$ cat src/logic/clock_routing_pkg.sv
package clock_routing_pkg;

  // ----------------------------------------------------------------
  // widths and counts
  // ----------------------------------------------------------------
  localparam int NUM_OUT = 6;
  localparam int DIV_W   = 11;
  localparam int DLY_W   = 4;
  localparam int ADLY_W  = 5;
  localparam int DLY_DEPTH = 16;

  // ----------------------------------------------------------------
  // device mode codes and feedback choices
  // ----------------------------------------------------------------
  localparam logic [2:0] MODE_DUAL       = 3'h0;
  localparam logic [2:0] MODE_SINGLE     = 3'h1;
  localparam logic [2:0] MODE_DIST       = 3'h2;
  localparam logic [2:0] MODE_EXT_OSC    = 3'h3;
  localparam logic [2:0] MODE_ZERO_DELAY = 3'h4;
  localparam logic [2:0] FB_EXTERNAL     = 3'h6;
  // distribution outputs that may take the oscillator input directly
  localparam int OSC_CHAN_A = 3;
  localparam int OSC_CHAN_B = 4;

  // ----------------------------------------------------------------
  // register byte offsets, masks and reset values
  // ----------------------------------------------------------------
  localparam logic [5:0] OFF_MODE   = 6'h00;
  localparam logic [5:0] OFF_PREDIV = 6'h04;
  localparam logic [5:0] OFF_LOOP1  = 6'h08;
  localparam logic [5:0] OFF_LOOP2  = 6'h0c;
  localparam logic [5:0] OFF_CHAN0  = 6'h10;
  localparam logic [5:0] OFF_STATUS = 6'h28;
  localparam logic [31:0] MASK_MODE   = 32'h00001fff;
  localparam logic [31:0] MASK_PREDIV = 32'h0000077f;
  localparam logic [31:0] MASK_LOOP1  = 32'h07ff07ff;
  localparam logic [31:0] MASK_LOOP2  = 32'h77ff07ff;
  localparam logic [31:0] MASK_CHAN   = 32'h031ff7ff;
  localparam logic [31:0] RST_MODE    = 32'h00000008;
  localparam logic [31:0] RST_PREDIV  = 32'h00000220;
  localparam logic [31:0] RST_LOOP1   = 32'h00010001;
  localparam logic [31:0] RST_LOOP2   = 32'h20010001;
  localparam logic [31:0] RST_CHAN    = 32'h00000001;

  // field positions
  localparam int F_MODE = 0;  // [2:0]
  localparam int F_AUTO = 3;
  localparam int F_MANUAL_B = 4;
  localparam int F_PIN_SEL = 5;
  localparam int F_XTAL = 6;
  localparam int F_OSCDIV_EN = 7;
  localparam int F_VCODIV_EN = 8;
  localparam int F_OSCBUF_EXEMPT = 9;
  localparam int F_FB_SRC = 10;  // [12:10]
  localparam int F_PRE_A = 0;    // [1:0]
  localparam int F_PRE_B = 2;    // [3:2]
  localparam int F_OSCDIV = 4;   // [6:4]
  localparam int F_VCODIV = 8;   // [10:8]
  localparam int F_R = 0;        // [10:0]
  localparam int F_N = 16;       // [26:16]
  localparam int F_PRESC = 28;   // [30:28]
  localparam int F_DIV = 0;      // [10:0]
  localparam int F_DLY = 12;     // [15:12]
  localparam int F_ADLY = 16;    // [20:16]
  localparam int F_OSC_SRC = 24;
  localparam int F_EXEMPT = 25;
  localparam logic [2:0] OSC_DIV_MIN = 3'h2;

  // ----------------------------------------------------------------
  // reference loss timing
  // ----------------------------------------------------------------
  localparam int LOSS_TIME_NS = 1000;
  localparam int CLK_MHZ = 200;
  localparam int LOSS_CYCLES = LOSS_TIME_NS * CLK_MHZ / 1000;
  localparam logic [7:0] LOSS_LIMIT = 8'(LOSS_CYCLES);

endpackage

$ cat src/logic/edge_divider.sv
`timescale 1ns/100ps
module edge_divider
  import clock_routing_pkg::*;
(
  input  wire logic             clk,
  input  wire logic             reset_n,
  input  wire logic             clear,
  input  wire logic [DIV_W-1:0] divide,
  input  wire logic             clkIn,
  output logic                  clkOut
);

  // ----------------------------------------------------------------
  // divider on both input edges
  // ----------------------------------------------------------------
  logic             prevIn;
  logic [DIV_W-1:0] edgeCount;
  logic [DIV_W-1:0] next_edgeCount;
  logic             next_clkOut;
  logic             inEdge;

  assign inEdge = clkIn ^ prevIn;

  // toggling every N edges keeps 50% duty for odd N too
  always_comb begin
    next_edgeCount = edgeCount;
    next_clkOut    = clkOut;
    if (clear) begin
      next_edgeCount = '0;
      next_clkOut    = 1'b0;
    end else if (divide <= DIV_W'(1)) begin
      next_edgeCount = '0;
      next_clkOut    = clkIn;  // bypass, still registered
    end else if (inEdge) begin
      if (edgeCount >= divide - DIV_W'(1)) begin
        next_edgeCount = '0;
        next_clkOut    = ~clkOut;
      end else begin
        next_edgeCount = edgeCount + DIV_W'(1);
      end
    end
  end

  always_ff @(posedge clk or negedge reset_n) begin
    if (!reset_n) begin
      prevIn    <= 1'b0;
      edgeCount <= '0;
      clkOut    <= 1'b0;
    end else begin
      prevIn    <= clkIn;
      edgeCount <= next_edgeCount;
      clkOut    <= next_clkOut;
    end
  end

endmodule // edge_divider

$ cat src/logic/delay_stage.sv
`timescale 1ns/100ps
module delay_stage
  import clock_routing_pkg::*;
(
  input  wire logic             clk,
  input  wire logic             reset_n,
  input  wire logic [DLY_W-1:0] tap,
  input  wire logic             dataIn,
  output logic                  dataOut
);

  // ----------------------------------------------------------------
  // coarse delay line, tap picked per output
  // ----------------------------------------------------------------
  logic [DLY_DEPTH-1:0] line;
  logic [DLY_DEPTH-1:0] next_line;
  logic                 next_dataOut;

  // tap 0 still costs the output register, so delay is tap plus one
  always_comb begin
    next_line    = {line[DLY_DEPTH-2:0], dataIn};
    next_dataOut = (tap == '0) ? dataIn : line[tap - DLY_W'(1)];
  end

  always_ff @(posedge clk or negedge reset_n) begin
    if (!reset_n) begin
      line    <= '0;
      dataOut <= 1'b0;
    end else begin
      line    <= next_line;
      dataOut <= next_dataOut;
    end
  end

endmodule // delay_stage

$ cat src/logic/dual_loop_clock_routing.sv
// Contract
// dual loop compares prediv+R divided active ref against N divided osc
// second loop ref is osc through R; feedback via prescaler, N, opt div
// six outputs each with divide, digital delay and analog delay
// zero-delay routes a chosen output through feedback mux to first N
// external osc mode feeds ref B pin to second loop; osc divider off
// single loop powers down first loop; osc input drives second loop
// distribution mode sends ref B through per-output divide and delays
// reference mux picks A or B, automatic or manual
// each reference has its own pre-divider ahead of first R divider
// ref B pin reused for feedback or external osc leaves selection
// select pins give fast manual reference choice
// software must set crystal enable before crystal use
// osc buffer output copies osc input, optionally divided by 2 to 8; the 3-bit field here divides by 7 at most
// two outputs may take osc input directly
// sync forces osc-sourced outputs low, asynchronously, unaligned
// sync exempt bit keeps that buffered output running through sync
// loss of reference enters holdover until reference returns
// mode field decodes loop enable, feedback source, external osc path
// pre-dividers divide by 1, 2, 4 or 8 only
// oscillator divider divides 2 to 8 with 50 percent duty; the 3-bit field here divides by 7 at most
//
// Design decisions made here: the address map and the Avalon-MM register port.
`timescale 1ns/100ps
module dual_loop_clock_routing
  import clock_routing_pkg::*;
(
  input  wire logic                      clk,
  input  wire logic                      reset_n,
  input  wire logic [5:0]                address,
  input  wire logic                      read,
  input  wire logic                      write,
  input  wire logic [31:0]               writedata,
  input  wire logic [3:0]                byteenable,
  output logic      [31:0]               readdata,
  output logic                           waitrequest,
  input  wire logic                      refInputA,
  input  wire logic                      refInputB,
  input  wire logic                      oscReferenceInput,
  input  wire logic                      vcoClockInput,
  input  wire logic                      selectPinA,
  input  wire logic                      selectPinB,
  input  wire logic                      syncIn,
  output logic      [NUM_OUT-1:0]        clkOut,
  output logic      [NUM_OUT*ADLY_W-1:0] analogDelayCode,
  output logic                           oscBufferOutput,
  output logic                           firstLoopRefClk,
  output logic                           firstLoopFbClk,
  output logic                           secondLoopRefClk,
  output logic                           secondLoopFbClk,
  output logic                           firstLoopPowerDown,
  output logic                           holdover,
  output logic                           activeRef,
  output logic                           crystalEnable
);

  // ----------------------------------------------------------------
  // register bus
  // ----------------------------------------------------------------
  logic [31:0] modeReg, prediv, loop1, loop2;
  logic [31:0] next_modeReg, next_prediv, next_loop1, next_loop2;
  logic [31:0] chanReg [NUM_OUT];
  logic [31:0] next_chanReg [NUM_OUT];
  logic [31:0] next_readdata;
  logic        ack, next_ack;
  logic [31:0] statusWord;
  logic [1:0]  lost;
  logic        refBUsable;

  function automatic logic [31:0] merge(input logic [31:0] old,
                                        input logic [31:0] wd,
                                        input logic [31:0] mask,
                                        input logic [3:0]  be);
    logic [31:0] m;
    m = {{8{be[3]}}, {8{be[2]}}, {8{be[1]}}, {8{be[0]}}} & mask;
    return (old & ~m) | (wd & m);
  endfunction

  // one wait cycle: read data caught early, write lands on release
  assign waitrequest = (read | write) & ~ack;

  always_comb begin
    next_ack      = (read | write) & ~ack;
    next_readdata = readdata;
    next_modeReg  = modeReg;
    next_prediv   = prediv;
    next_loop1    = loop1;
    next_loop2    = loop2;
    for (int i = 0; i < NUM_OUT; i++) begin
      next_chanReg[i] = chanReg[i];
    end
    if (read & ~ack) begin
      next_readdata = '0;  // unmapped reads give zero
      unique case (address)
        OFF_MODE:   next_readdata = modeReg;
        OFF_PREDIV: next_readdata = prediv;
        OFF_LOOP1:  next_readdata = loop1;
        OFF_LOOP2:  next_readdata = loop2;
        OFF_STATUS: next_readdata = statusWord;
        default: begin
          for (int i = 0; i < NUM_OUT; i++) begin
            if (address == OFF_CHAN0 + 6'(4 * i)) begin
              next_readdata = chanReg[i];
            end
          end
        end
      endcase
    end
    if (write & ack) begin
      unique case (address)
        OFF_MODE:
          next_modeReg = merge(modeReg, writedata, MASK_MODE, byteenable);
        OFF_PREDIV:
          next_prediv = merge(prediv, writedata, MASK_PREDIV, byteenable);
        OFF_LOOP1:
          next_loop1 = merge(loop1, writedata, MASK_LOOP1, byteenable);
        OFF_LOOP2:
          next_loop2 = merge(loop2, writedata, MASK_LOOP2, byteenable);
        default: begin
          for (int i = 0; i < NUM_OUT; i++) begin
            if (address == OFF_CHAN0 + 6'(4 * i)) begin
              next_chanReg[i] = merge(chanReg[i], writedata, MASK_CHAN,
                                      byteenable);
            end
          end
        end
      endcase
    end
  end

  always_ff @(posedge clk or negedge reset_n) begin
    if (!reset_n) begin
      ack      <= 1'b0;
      readdata <= '0;
      modeReg  <= RST_MODE;
      prediv   <= RST_PREDIV;
      loop1    <= RST_LOOP1;
      loop2    <= RST_LOOP2;
      for (int i = 0; i < NUM_OUT; i++) begin
        chanReg[i] <= RST_CHAN;
      end
    end else begin
      ack      <= next_ack;
      readdata <= next_readdata;
      modeReg  <= next_modeReg;
      prediv   <= next_prediv;
      loop1    <= next_loop1;
      loop2    <= next_loop2;
      for (int i = 0; i < NUM_OUT; i++) begin
        chanReg[i] <= next_chanReg[i];
      end
    end
  end

  // ----------------------------------------------------------------
  // mode decode
  // ----------------------------------------------------------------
  logic [2:0] mode, fbSource, oscDivVal, vcoDivVal;
  logic       extOsc, zeroDelay, distMode, firstLoopEnable;

  assign mode            = modeReg[F_MODE +: 3];
  assign fbSource        = modeReg[F_FB_SRC +: 3];
  assign extOsc          = (mode == MODE_EXT_OSC);
  assign zeroDelay       = (mode == MODE_ZERO_DELAY);
  assign distMode        = (mode == MODE_DIST);
  assign firstLoopEnable = ~(mode == MODE_SINGLE) & ~distMode;
  assign firstLoopPowerDown = ~firstLoopEnable;
  assign crystalEnable   = modeReg[F_XTAL];
  // ref B pin taken by external osc, distribution mode or external feedback
  assign refBUsable = ~extOsc & ~distMode
                      & ~(zeroDelay & (fbSource == FB_EXTERNAL));
  assign statusWord = {26'h0, refBUsable, firstLoopPowerDown, lost,
                       holdover, activeRef};

  // ----------------------------------------------------------------
  // reference loss watch and selection
  // ----------------------------------------------------------------
  logic [1:0] refIn, refPrev;
  logic       next_activeRef, next_holdover, wantRef;

  assign refIn = {refInputB, refInputA};

  for (genvar g = 0; g < 2; g++) begin : g_loss
    logic [7:0] idleCount, next_idleCount;
    always_comb begin
      if (refIn[g] ^ refPrev[g]) begin
        next_idleCount = '0;
      end else if (idleCount == LOSS_LIMIT) begin
        next_idleCount = idleCount;
      end else begin
        next_idleCount = idleCount + 8'h01;
      end
    end
    always_ff @(posedge clk or negedge reset_n) begin
      if (!reset_n) begin
        idleCount <= '0;
        refPrev[g] <= 1'b0;
      end else begin
        idleCount <= next_idleCount;
        refPrev[g] <= refIn[g];
      end
    end
    assign lost[g] = (idleCount == LOSS_LIMIT);
  end

  // pins outrank the register; neither or both pins keeps the choice
  always_comb begin
    wantRef = activeRef;
    if (~refBUsable) begin
      wantRef = 1'b0;
    end else if (modeReg[F_PIN_SEL]) begin
      if (selectPinA & ~selectPinB) begin
        wantRef = 1'b0;
      end else if (selectPinB & ~selectPinA) begin
        wantRef = 1'b1;
      end
    end else if (~modeReg[F_AUTO]) begin
      wantRef = modeReg[F_MANUAL_B];
    end else if (lost[activeRef] & ~lost[~activeRef]) begin
      wantRef = ~activeRef;
    end
    next_activeRef = wantRef;
    next_holdover  = firstLoopEnable & lost[wantRef];
  end

  always_ff @(posedge clk or negedge reset_n) begin
    if (!reset_n) begin
      activeRef <= 1'b0;
      holdover  <= 1'b0;
    end else begin
      activeRef <= next_activeRef;
      holdover  <= next_holdover;
    end
  end

  // ----------------------------------------------------------------
  // first loop dividers
  // ----------------------------------------------------------------
  logic [1:0]       preOut;
  logic [DIV_W-1:0] preDivide [2];
  logic             fbMuxClk;

  for (genvar g = 0; g < 2; g++) begin : g_pre
    // code 0..3 gives 1, 2, 4, 8
    assign preDivide[g] = DIV_W'(1) << prediv[2*g +: 2];
    edge_divider u_pre (
      .clk(clk), .reset_n(reset_n), .clear(firstLoopPowerDown),
      .divide(preDivide[g]), .clkIn(refIn[g]), .clkOut(preOut[g]));
  end

  // holdover freezes the comparison so the loop keeps its frequency
  edge_divider u_r1 (
    .clk(clk), .reset_n(reset_n), .clear(firstLoopPowerDown | holdover),
    .divide(loop1[F_R +: DIV_W]), .clkIn(preOut[activeRef]),
    .clkOut(firstLoopRefClk));

  always_comb begin
    fbMuxClk = oscReferenceInput;
    if (zeroDelay) begin
      if (fbSource == FB_EXTERNAL) begin
        fbMuxClk = refInputB;
      end else if (fbSource < 3'(NUM_OUT)) begin
        fbMuxClk = clkOut[fbSource];
      end
    end
  end

  edge_divider u_n1 (
    .clk(clk), .reset_n(reset_n), .clear(firstLoopPowerDown | holdover),
    .divide(loop1[F_N +: DIV_W]), .clkIn(fbMuxClk),
    .clkOut(firstLoopFbClk));

  // ----------------------------------------------------------------
  // second loop and distribution source
  // ----------------------------------------------------------------
  logic vcoSource, vcoDivOut, prescOut, distClock;
  logic vcoDivOn, oscBufRaw;

  assign oscDivVal = (prediv[F_OSCDIV +: 3] < OSC_DIV_MIN) ? OSC_DIV_MIN
                     : prediv[F_OSCDIV +: 3];
  assign vcoDivVal = (prediv[F_VCODIV +: 3] < OSC_DIV_MIN) ? OSC_DIV_MIN
                     : prediv[F_VCODIV +: 3];
  assign vcoSource = extOsc ? refInputB : vcoClockInput;
  assign vcoDivOn  = modeReg[F_VCODIV_EN] & ~extOsc;

  // osc input straight in whatever the first loop does; held clear in distribution mode
  edge_divider u_r2 (
    .clk(clk), .reset_n(reset_n), .clear(distMode),
    .divide(loop2[F_R +: DIV_W]), .clkIn(oscReferenceInput),
    .clkOut(secondLoopRefClk));

  edge_divider u_vcodiv (
    .clk(clk), .reset_n(reset_n), .clear(1'b0),
    .divide(vcoDivOn ? DIV_W'(vcoDivVal) : DIV_W'(1)),
    .clkIn(vcoSource), .clkOut(vcoDivOut));

  assign distClock = distMode ? refInputB : vcoDivOut;

  edge_divider u_presc (
    .clk(clk), .reset_n(reset_n), .clear(distMode),
    .divide(DIV_W'(loop2[F_PRESC +: 3])), .clkIn(vcoDivOut),
    .clkOut(prescOut));

  edge_divider u_n2 (
    .clk(clk), .reset_n(reset_n), .clear(distMode),
    .divide(loop2[F_N +: DIV_W]), .clkIn(prescOut),
    .clkOut(secondLoopFbClk));

  // ----------------------------------------------------------------
  // buffered oscillator output
  // ----------------------------------------------------------------
  edge_divider u_oscdiv (
    .clk(clk), .reset_n(reset_n), .clear(1'b0),
    .divide(modeReg[F_OSCDIV_EN] ? DIV_W'(oscDivVal) : DIV_W'(1)),
    .clkIn(oscReferenceInput), .clkOut(oscBufRaw));

  // gate straight from the pin: asynchronous, may glitch on sync edges
  assign oscBufferOutput = oscBufRaw
                           & ~(syncIn & ~modeReg[F_OSCBUF_EXEMPT]);

  // ----------------------------------------------------------------
  // six distribution outputs
  // ----------------------------------------------------------------
  for (genvar g = 0; g < NUM_OUT; g++) begin : g_chan
    logic             oscSourced, chanDiv, chanDly;
    logic [DLY_W-1:0] dlyActive, next_dlyActive;
    assign oscSourced = chanReg[g][F_OSC_SRC]
                        & ((g == OSC_CHAN_A) | (g == OSC_CHAN_B));
    // new digital delay only takes effect on a sync event
    always_comb begin
      next_dlyActive = syncIn ? chanReg[g][F_DLY +: DLY_W] : dlyActive;
    end
    always_ff @(posedge clk or negedge reset_n) begin
      if (!reset_n) begin
        dlyActive <= '0;
      end else begin
        dlyActive <= next_dlyActive;
      end
    end
    edge_divider u_div (
      .clk(clk), .reset_n(reset_n), .clear(syncIn & ~oscSourced),
      .divide(chanReg[g][F_DIV +: DIV_W]),
      .clkIn(oscSourced ? oscReferenceInput : distClock),
      .clkOut(chanDiv));
    delay_stage u_dly (
      .clk(clk), .reset_n(reset_n), .tap(dlyActive),
      .dataIn(chanDiv), .dataOut(chanDly));
    assign clkOut[g] = chanDly & ~(oscSourced & syncIn
                                   & ~chanReg[g][F_EXEMPT]);
    assign analogDelayCode[g*ADLY_W +: ADLY_W] =
      chanReg[g][F_ADLY +: ADLY_W];
  end
endmodule // dual_loop_clock_routing

$ cat config.mk
export PLATFORM = sky130hd
export DESIGN_NAME = dual_loop_clock_routing
export DESIGN_NICKNAME = d
export VERILOG_FILES = /design/src/logic/clock_routing_pkg.sv /design/src/logic/edge_divider.sv /design/src/logic/delay_stage.sv /design/src/logic/dual_loop_clock_routing.sv
export SDC_FILE = /design/constraint.sdc
export NUM_CORES = 1
export LEC_CHECK = 0
export BUFFER_PORTS_ARGS = -buffer_cell sky130_fd_sc_hd__buf_2
export CAP_MARGIN = 15
export CORE_ASPECT_RATIO = 1.5
export CORE_MARGIN = 2
export CORE_UTILIZATION = 41
export DETAILED_ROUTE_END_ITERATION = 10
export GPL_TIMING_DRIVEN = 0
export PLACE_DENSITY_LB_ADDON = 0.08
export SETUP_SLACK_MARGIN = 0.4
export SYNTH_ARGS = -nofsm -noshare
export SYNTH_HDL_FRONTEND = slang
export SYNTH_HIERARCHICAL = 1
export SYNTH_SLANG_ARGS = --single-unit
$ cat constraint.sdc
create_clock -name clk -period 3.44 [get_ports clk]
set_input_delay 0.344 -clock clk [delete_from_list [all_inputs] [get_ports clk]]
set_output_delay 0.344 -clock clk [all_outputs]
set_load 0.05 [all_outputs]
# Yosys cells after proc, flatten, opt, wreduce, memory -nomap -nowiden
# Cells that the tools add are included.
# word_totals
register_bits	688
word_cells	511
# op_classes
addsub	38
order_cmp	43
n_eq_ne	23
n_shift	2
n_mux	172
bitwise_logic	99
n_reduce_logical	59
# ops
cell	n
2-to-1 mux 11 bit	58
AND 32 bit	10
OR 32 bit	10
2-to-1 mux 32 bit	6
adder 11 x 1 -> 11 bit, second input constant	15
>= comparator 11 bit	15
one-hot mux 32 bit (5 select lines)	1
<= comparator 11 x 1 -> 1 bit, second input constant	12
subtractor 11 x 1 -> 11 bit, second input constant	12
2-to-1 mux 1 bit	92
nonzero test 3 bit	22
AND reduction 2 bit	19
NOT 1 bit	34
AND 32 x 11 -> 32 bit	1
AND 32 x 13 -> 32 bit	1
AND 32 x 26 -> 32 bit	1
AND 32 x 27 -> 32 bit	1
AND 32 x 31 -> 32 bit	1
2-to-1 mux 8 bit	4
NOT 11 -> 32 bit	1
NOT 13 -> 32 bit	1
NOT 26 -> 32 bit	1
NOT 27 -> 32 bit	1
NOT 31 -> 32 bit	1
31 further kinds	116

# Depth between registers and ports, before layout
# logic_depth
depth_word	13
ltp_mapped	15
depth_no_buf	15

# Cells and area by module
# Netlist, hierarchy kept.
# by_module_without_submodules
mod	instances	cells_each	area_each_um2
dual_loop_clock_routing	1	979	12658.4
edge_divider at g_chan[1].u_div ...	11	118	1103.6
delay_stage	6	38	659.4
edge_divider at u_r1 ...	2	129	1173.6
edge_divider at g_chan[0].u_div	1	138	1174.9
edge_divider at u_vcodiv	1	126	1142.3

# Worst setup path after synthesis
# No wires, ideal clock.
# synth_timing
kind	in2reg
from	input syncIn
to	register u_n1.edgeCount[5]
arrival_ns	2.922
required_ns	3.308
path_slack_ns	0.386
cell_stages	12
path_buffers	1
cell_sequence	buf_2 > nand2_1 > o21a_1 > mux4_2 > mux2_2 > mux2_2 > xor2_1 > nor2_1 > nand2_4 > nand4_1 > xor2_1 > nor2_2
# synth_via
elab_chain_cells	11
# synth_rtl
element	line	rtl
from (decl)	dual_loop_clock_routing.sv:43	input wire logic syncIn,
AND 1 bit	dual_loop_clock_routing.sv:348	assign clkOut[g] = chanDly & ~(oscSourced & syncIn
AND 1 bit	dual_loop_clock_routing.sv:349	& ~chanReg[g][F_EXEMPT]);
NOT 1 bit	dual_loop_clock_routing.sv:348	
AND 1 bit	dual_loop_clock_routing.sv:348	
via clkOut[4]	dual_loop_clock_routing.sv:44	output logic [NUM_OUT-1:0] clkOut,
binary-select mux 1 bit (select 3 bit)	dual_loop_clock_routing.sv:263	fbMuxClk = clkOut[fbSource];
2-to-1 mux 1 bit (implied by the code)	dual_loop_clock_routing.sv:263	
2-to-1 mux 1 bit	dual_loop_clock_routing.sv:262	end else if (fbSource < 3'(NUM_OUT)) begin
2-to-1 mux 1 bit	dual_loop_clock_routing.sv:260	if (fbSource == FB_EXTERNAL) begin
2-to-1 mux 1 bit	dual_loop_clock_routing.sv:259	if (zeroDelay) begin
via fbMuxClk	dual_loop_clock_routing.sv:241	logic fbMuxClk;
bitwise XOR 1 bit	edge_divider.sv:22	assign inEdge = clkIn ^ prevIn;
nonzero test 3 bit (no line)	-	
to (signal assigned)	edge_divider.sv:51	edgeCount <= next_edgeCount;
to (decl)	edge_divider.sv:17	logic [DIV_W-1:0] edgeCount;
# The timed path passes the listed nets, and every way through them passes these cells. The select of a mux whose other input is x is not followed.
# A chain may end at the register's enable or synchronous reset.

==> results.sh <==
export IMPL_status="finished clean"
export IMPL_period_share=0.913
export IMPL_end_kind="register"
export IMPL_clockBufferDepth=3
export IMPL_whs_path_depth=2
export IMPL_ir_worst_vdd_v=0.000461
export IMPL_max_cap_viol_count=0
export IMPL_final_hold_viol_count=0
export IMPL_fin_util=0.491
export IMPL_timing_fmax_mhz=318
export IMPL_mostFrequentLayoutCell="dfrtp_1"
export IMPL_num_vias=25171
export IMPL_holdCritPathClass="primary input to register"
export IMPL_p_leak_nw=18.9
export IMPL_track_usage=0.232
export IMPL_rsz0062_at_grt="yes"
export IMPL_layout_drive_gt1_share=0.255
export IMPL_hold_ws_ns=0.0493
export IMPL_fin_nets=3724
export IMPL_rows=128
export IMPL_drt_iter0_drc=1427
export IMPL_r2r_end="g_pre[1].u_pre/clkOut"
export IMPL_insertion_delay_ns=0.68
export IMPL_synth_top_cell_by_area="dfrtp_1"
export IMPL_port_buffers=112
export IMPL_grt_busiest_layer="met2"
export IMPL_drcViolationCount=0
export IMPL_power_frac_comb=0.217
export IMPL_relSlewSlack=0.229
export IMPL_setup_viol=0
export IMPL_dr_pass1_iters=5
export IMPL_finClkSkew_ns=0.0401
export IMPL_cp_arrival_ns=3.71
export IMPL_grt_use_met1=0.269
export IMPL_overflow=0
export IMPL_power_mw=18.8
export IMPL_clock_sinks=574
export IMPL_place_ws_ns=-0.483
export IMPL_reg2reg_slack_ns=0.30
export IMPL_synth_edf_count=0
export IMPL_routed_wl_um=97100
export IMPL_synth_distinct_cells=92
export IMPL_cts_buffers=60
export IMPL_drtAntennaViolNets=0
export IMPL_wire_per_inst_um=21.4
export IMPL_async_flop_share=1.00
export IMPL_die_area_um2=83900
export IMPL_root_buffer="clkbuf_16"
export IMPL_path_class="register to register"
export IMPL_h_tree_depth=2
export IMPL_antenna_found_initial=17
export IMPL_synth_top_area_share=0.419
export IMPL_seq_power_share=0.418
export IMPL_netlist_area_um2=33400
export IMPL_timing_final_ws_setup_ns=0.299
export IMPL_syn2layout_area_growth_pct=19.0
export IMPL_synth_flop_cell="dfrtp_1"
export IMPL_gp_congestion=0.868
export IMPL_grtUsageMet3=0.0327
export IMPL_syn_instance_count=3027
export IMPL_final_cell_mix="526 x dfrtp_1, 223 x ha_1, 221 x nor2_1"
export IMPL_swShare=0.321
export IMPL_rr_worst_depth=11
export IMPL_die_y_um=354
export IMPL_ios=131
export IMPL_path_max_fanout=5
export IMPL_grt_pass1_vias=26251
export IMPL_core_um2=81000
export IMPL_dp_hpwl_um=72200
export IMPL_grt_max_degree=130
export IMPL_powerDensity_nw_per_um2=473
export IMPL_syn_area_per_cell_um2=11.0
export IMPL_ys_ff_latch=574
export IMPL_yosys_warnings=6
export IMPL_avgViaCountPerCell=5.54
export IMPL_cp_required_ns=4.01
export IMPL_cp_start_kind="register"
export IMPL_worstMarginPinSlew_ns=1.16
export IMPL_netlist_top_cells_area="dfrtp_1 42%, ha_1 8.5%, xor2_1 5.2%"
export IMPL_finalCriticalPeriod_ns=3.14
export IMPL_met2_usage=0.425
export IMPL_slew_violations=0
export IMPL_tritoncts="done"
export IMPL_start_util=0.412
export IMPL_holdCritStartpoint="writedata[24]"
export IMPL_die_w_um=237
export IMPL_grt_pass1_wl_um=152000
export IMPL_p_int_mw=12.8
export IMPL_yosysSeqAreaShare=0.430
export IMPL_path_clk_slew_ns=0.07
export IMPL_pwr_share_clk=0.366
export IMPL_netSwitchingPower_mw=6.04
==> area by class of cell <==
class | instances | area [um2]
Fill cell | 7362 | 41300
Multi-Input combinational cell | 2388 | 19300
Sequential cell | 574 | 14400
Timing Repair Buffer | 234 | 1720
Clock buffer | 80 | 1670
Tap cell | 1040 | 1300
Buffer | 97 | 613
Clock inverter | 33 | 383
Inverter | 90 | 340
Antenna cell | 5 | 12.5
==> worst max-delay path by stage <==
stage              from                            to  slack [ns]  depth (start not counted)
2_1_floorplan    syncIn                   u_n1/clkOut        0.50                         10
3_3_place_gp    reset_n       g_chan[3].u_dly/line[9]       -9.92                          1
3_5_place_dp   register  g_chan[4].u_div/edgeCount[5]       -0.48                         10
4_1_cts        register         g_pre[0].u_pre/clkOut        0.32                         11
5_1_grt        register         g_pre[1].u_pre/clkOut        0.16                         11
6_report       register         g_pre[1].u_pre/clkOut        0.30                         11
==> cell usage after synthesis (66+ instances only) <==
master   instances
xor2_1         197
dfrtp_1        560
nor2_1         252
ha_1           226
xnor2_1         91
mux2_2         124
mux2_1         111
nand3_1        117
a21oi_1        101
inv_1           90
nand2_1        208
and3_1          66
nand4_1         71
==> per-stage QoR <==
step           cells  setup TNS, ns  area [um2]
2_1_floorplan   3148              0       33900
3_3_place_gp    4300       -5585.20       35700
3_5_place_dp    4305         -19.46       35900
4_1_cts         4471              0       38700
5_1_grt         4540              0       39800
6_report        4541              0       39800
==> kinds of logic after synthesis <==
family          after synthesis  synth area share
simple gates               1058             0.183
other cells                   1          0.000112
buf+inv                     187            0.0283
mux                         289             0.108
xor+xnor                    288            0.0755
fa+ha+maj                   226            0.0846
flops                       574             0.430
compound gates              404            0.0901
==> routing by layer <==
layer	up-vias	routed length, um
met5	-	70
met4	12	4460
met3	210	3940
met2	529	50900
met1	12675	37800
li1	11745	-
==> repair_timing <==
action / 4_1_cts / 5_1_grt
hold buffers: 16 / 0
gates resized for setup: 76 / 150
setup endpoints to repair: 155 / 159
pin swaps: 26 / 69
setup buffers: 37 / 63
hold endpoints to repair: 91 / 0
gates cloned: 0 / 2
==> power groups by stage <==
stage               registers (mW)  logic [mW]  clock network, mW
floorplan                     7.94        2.51                  0
global route                  7.92        4.52               7.32
global placement              7.95        3.55                  0
CTS                           7.85        3.85               7.08
finish                        7.85        4.07               6.87
detailed placement            7.98        3.70                  0
==> critical path: stages (launching register included) <==
cell	delay (ns)
dfrtp_2	0.46
and2_4	0.18
nor4_4	0.32
nand2_1	0.12
or4_1	0.43
xor2_1	0.16
ha_1	0.29
nand4_1	0.14
a211oi_2	0.31
nor3_4	0.10
or4_4	0.43
o221ai_2	0.13
No activity file was read; power rests on OpenSTA's default activity.
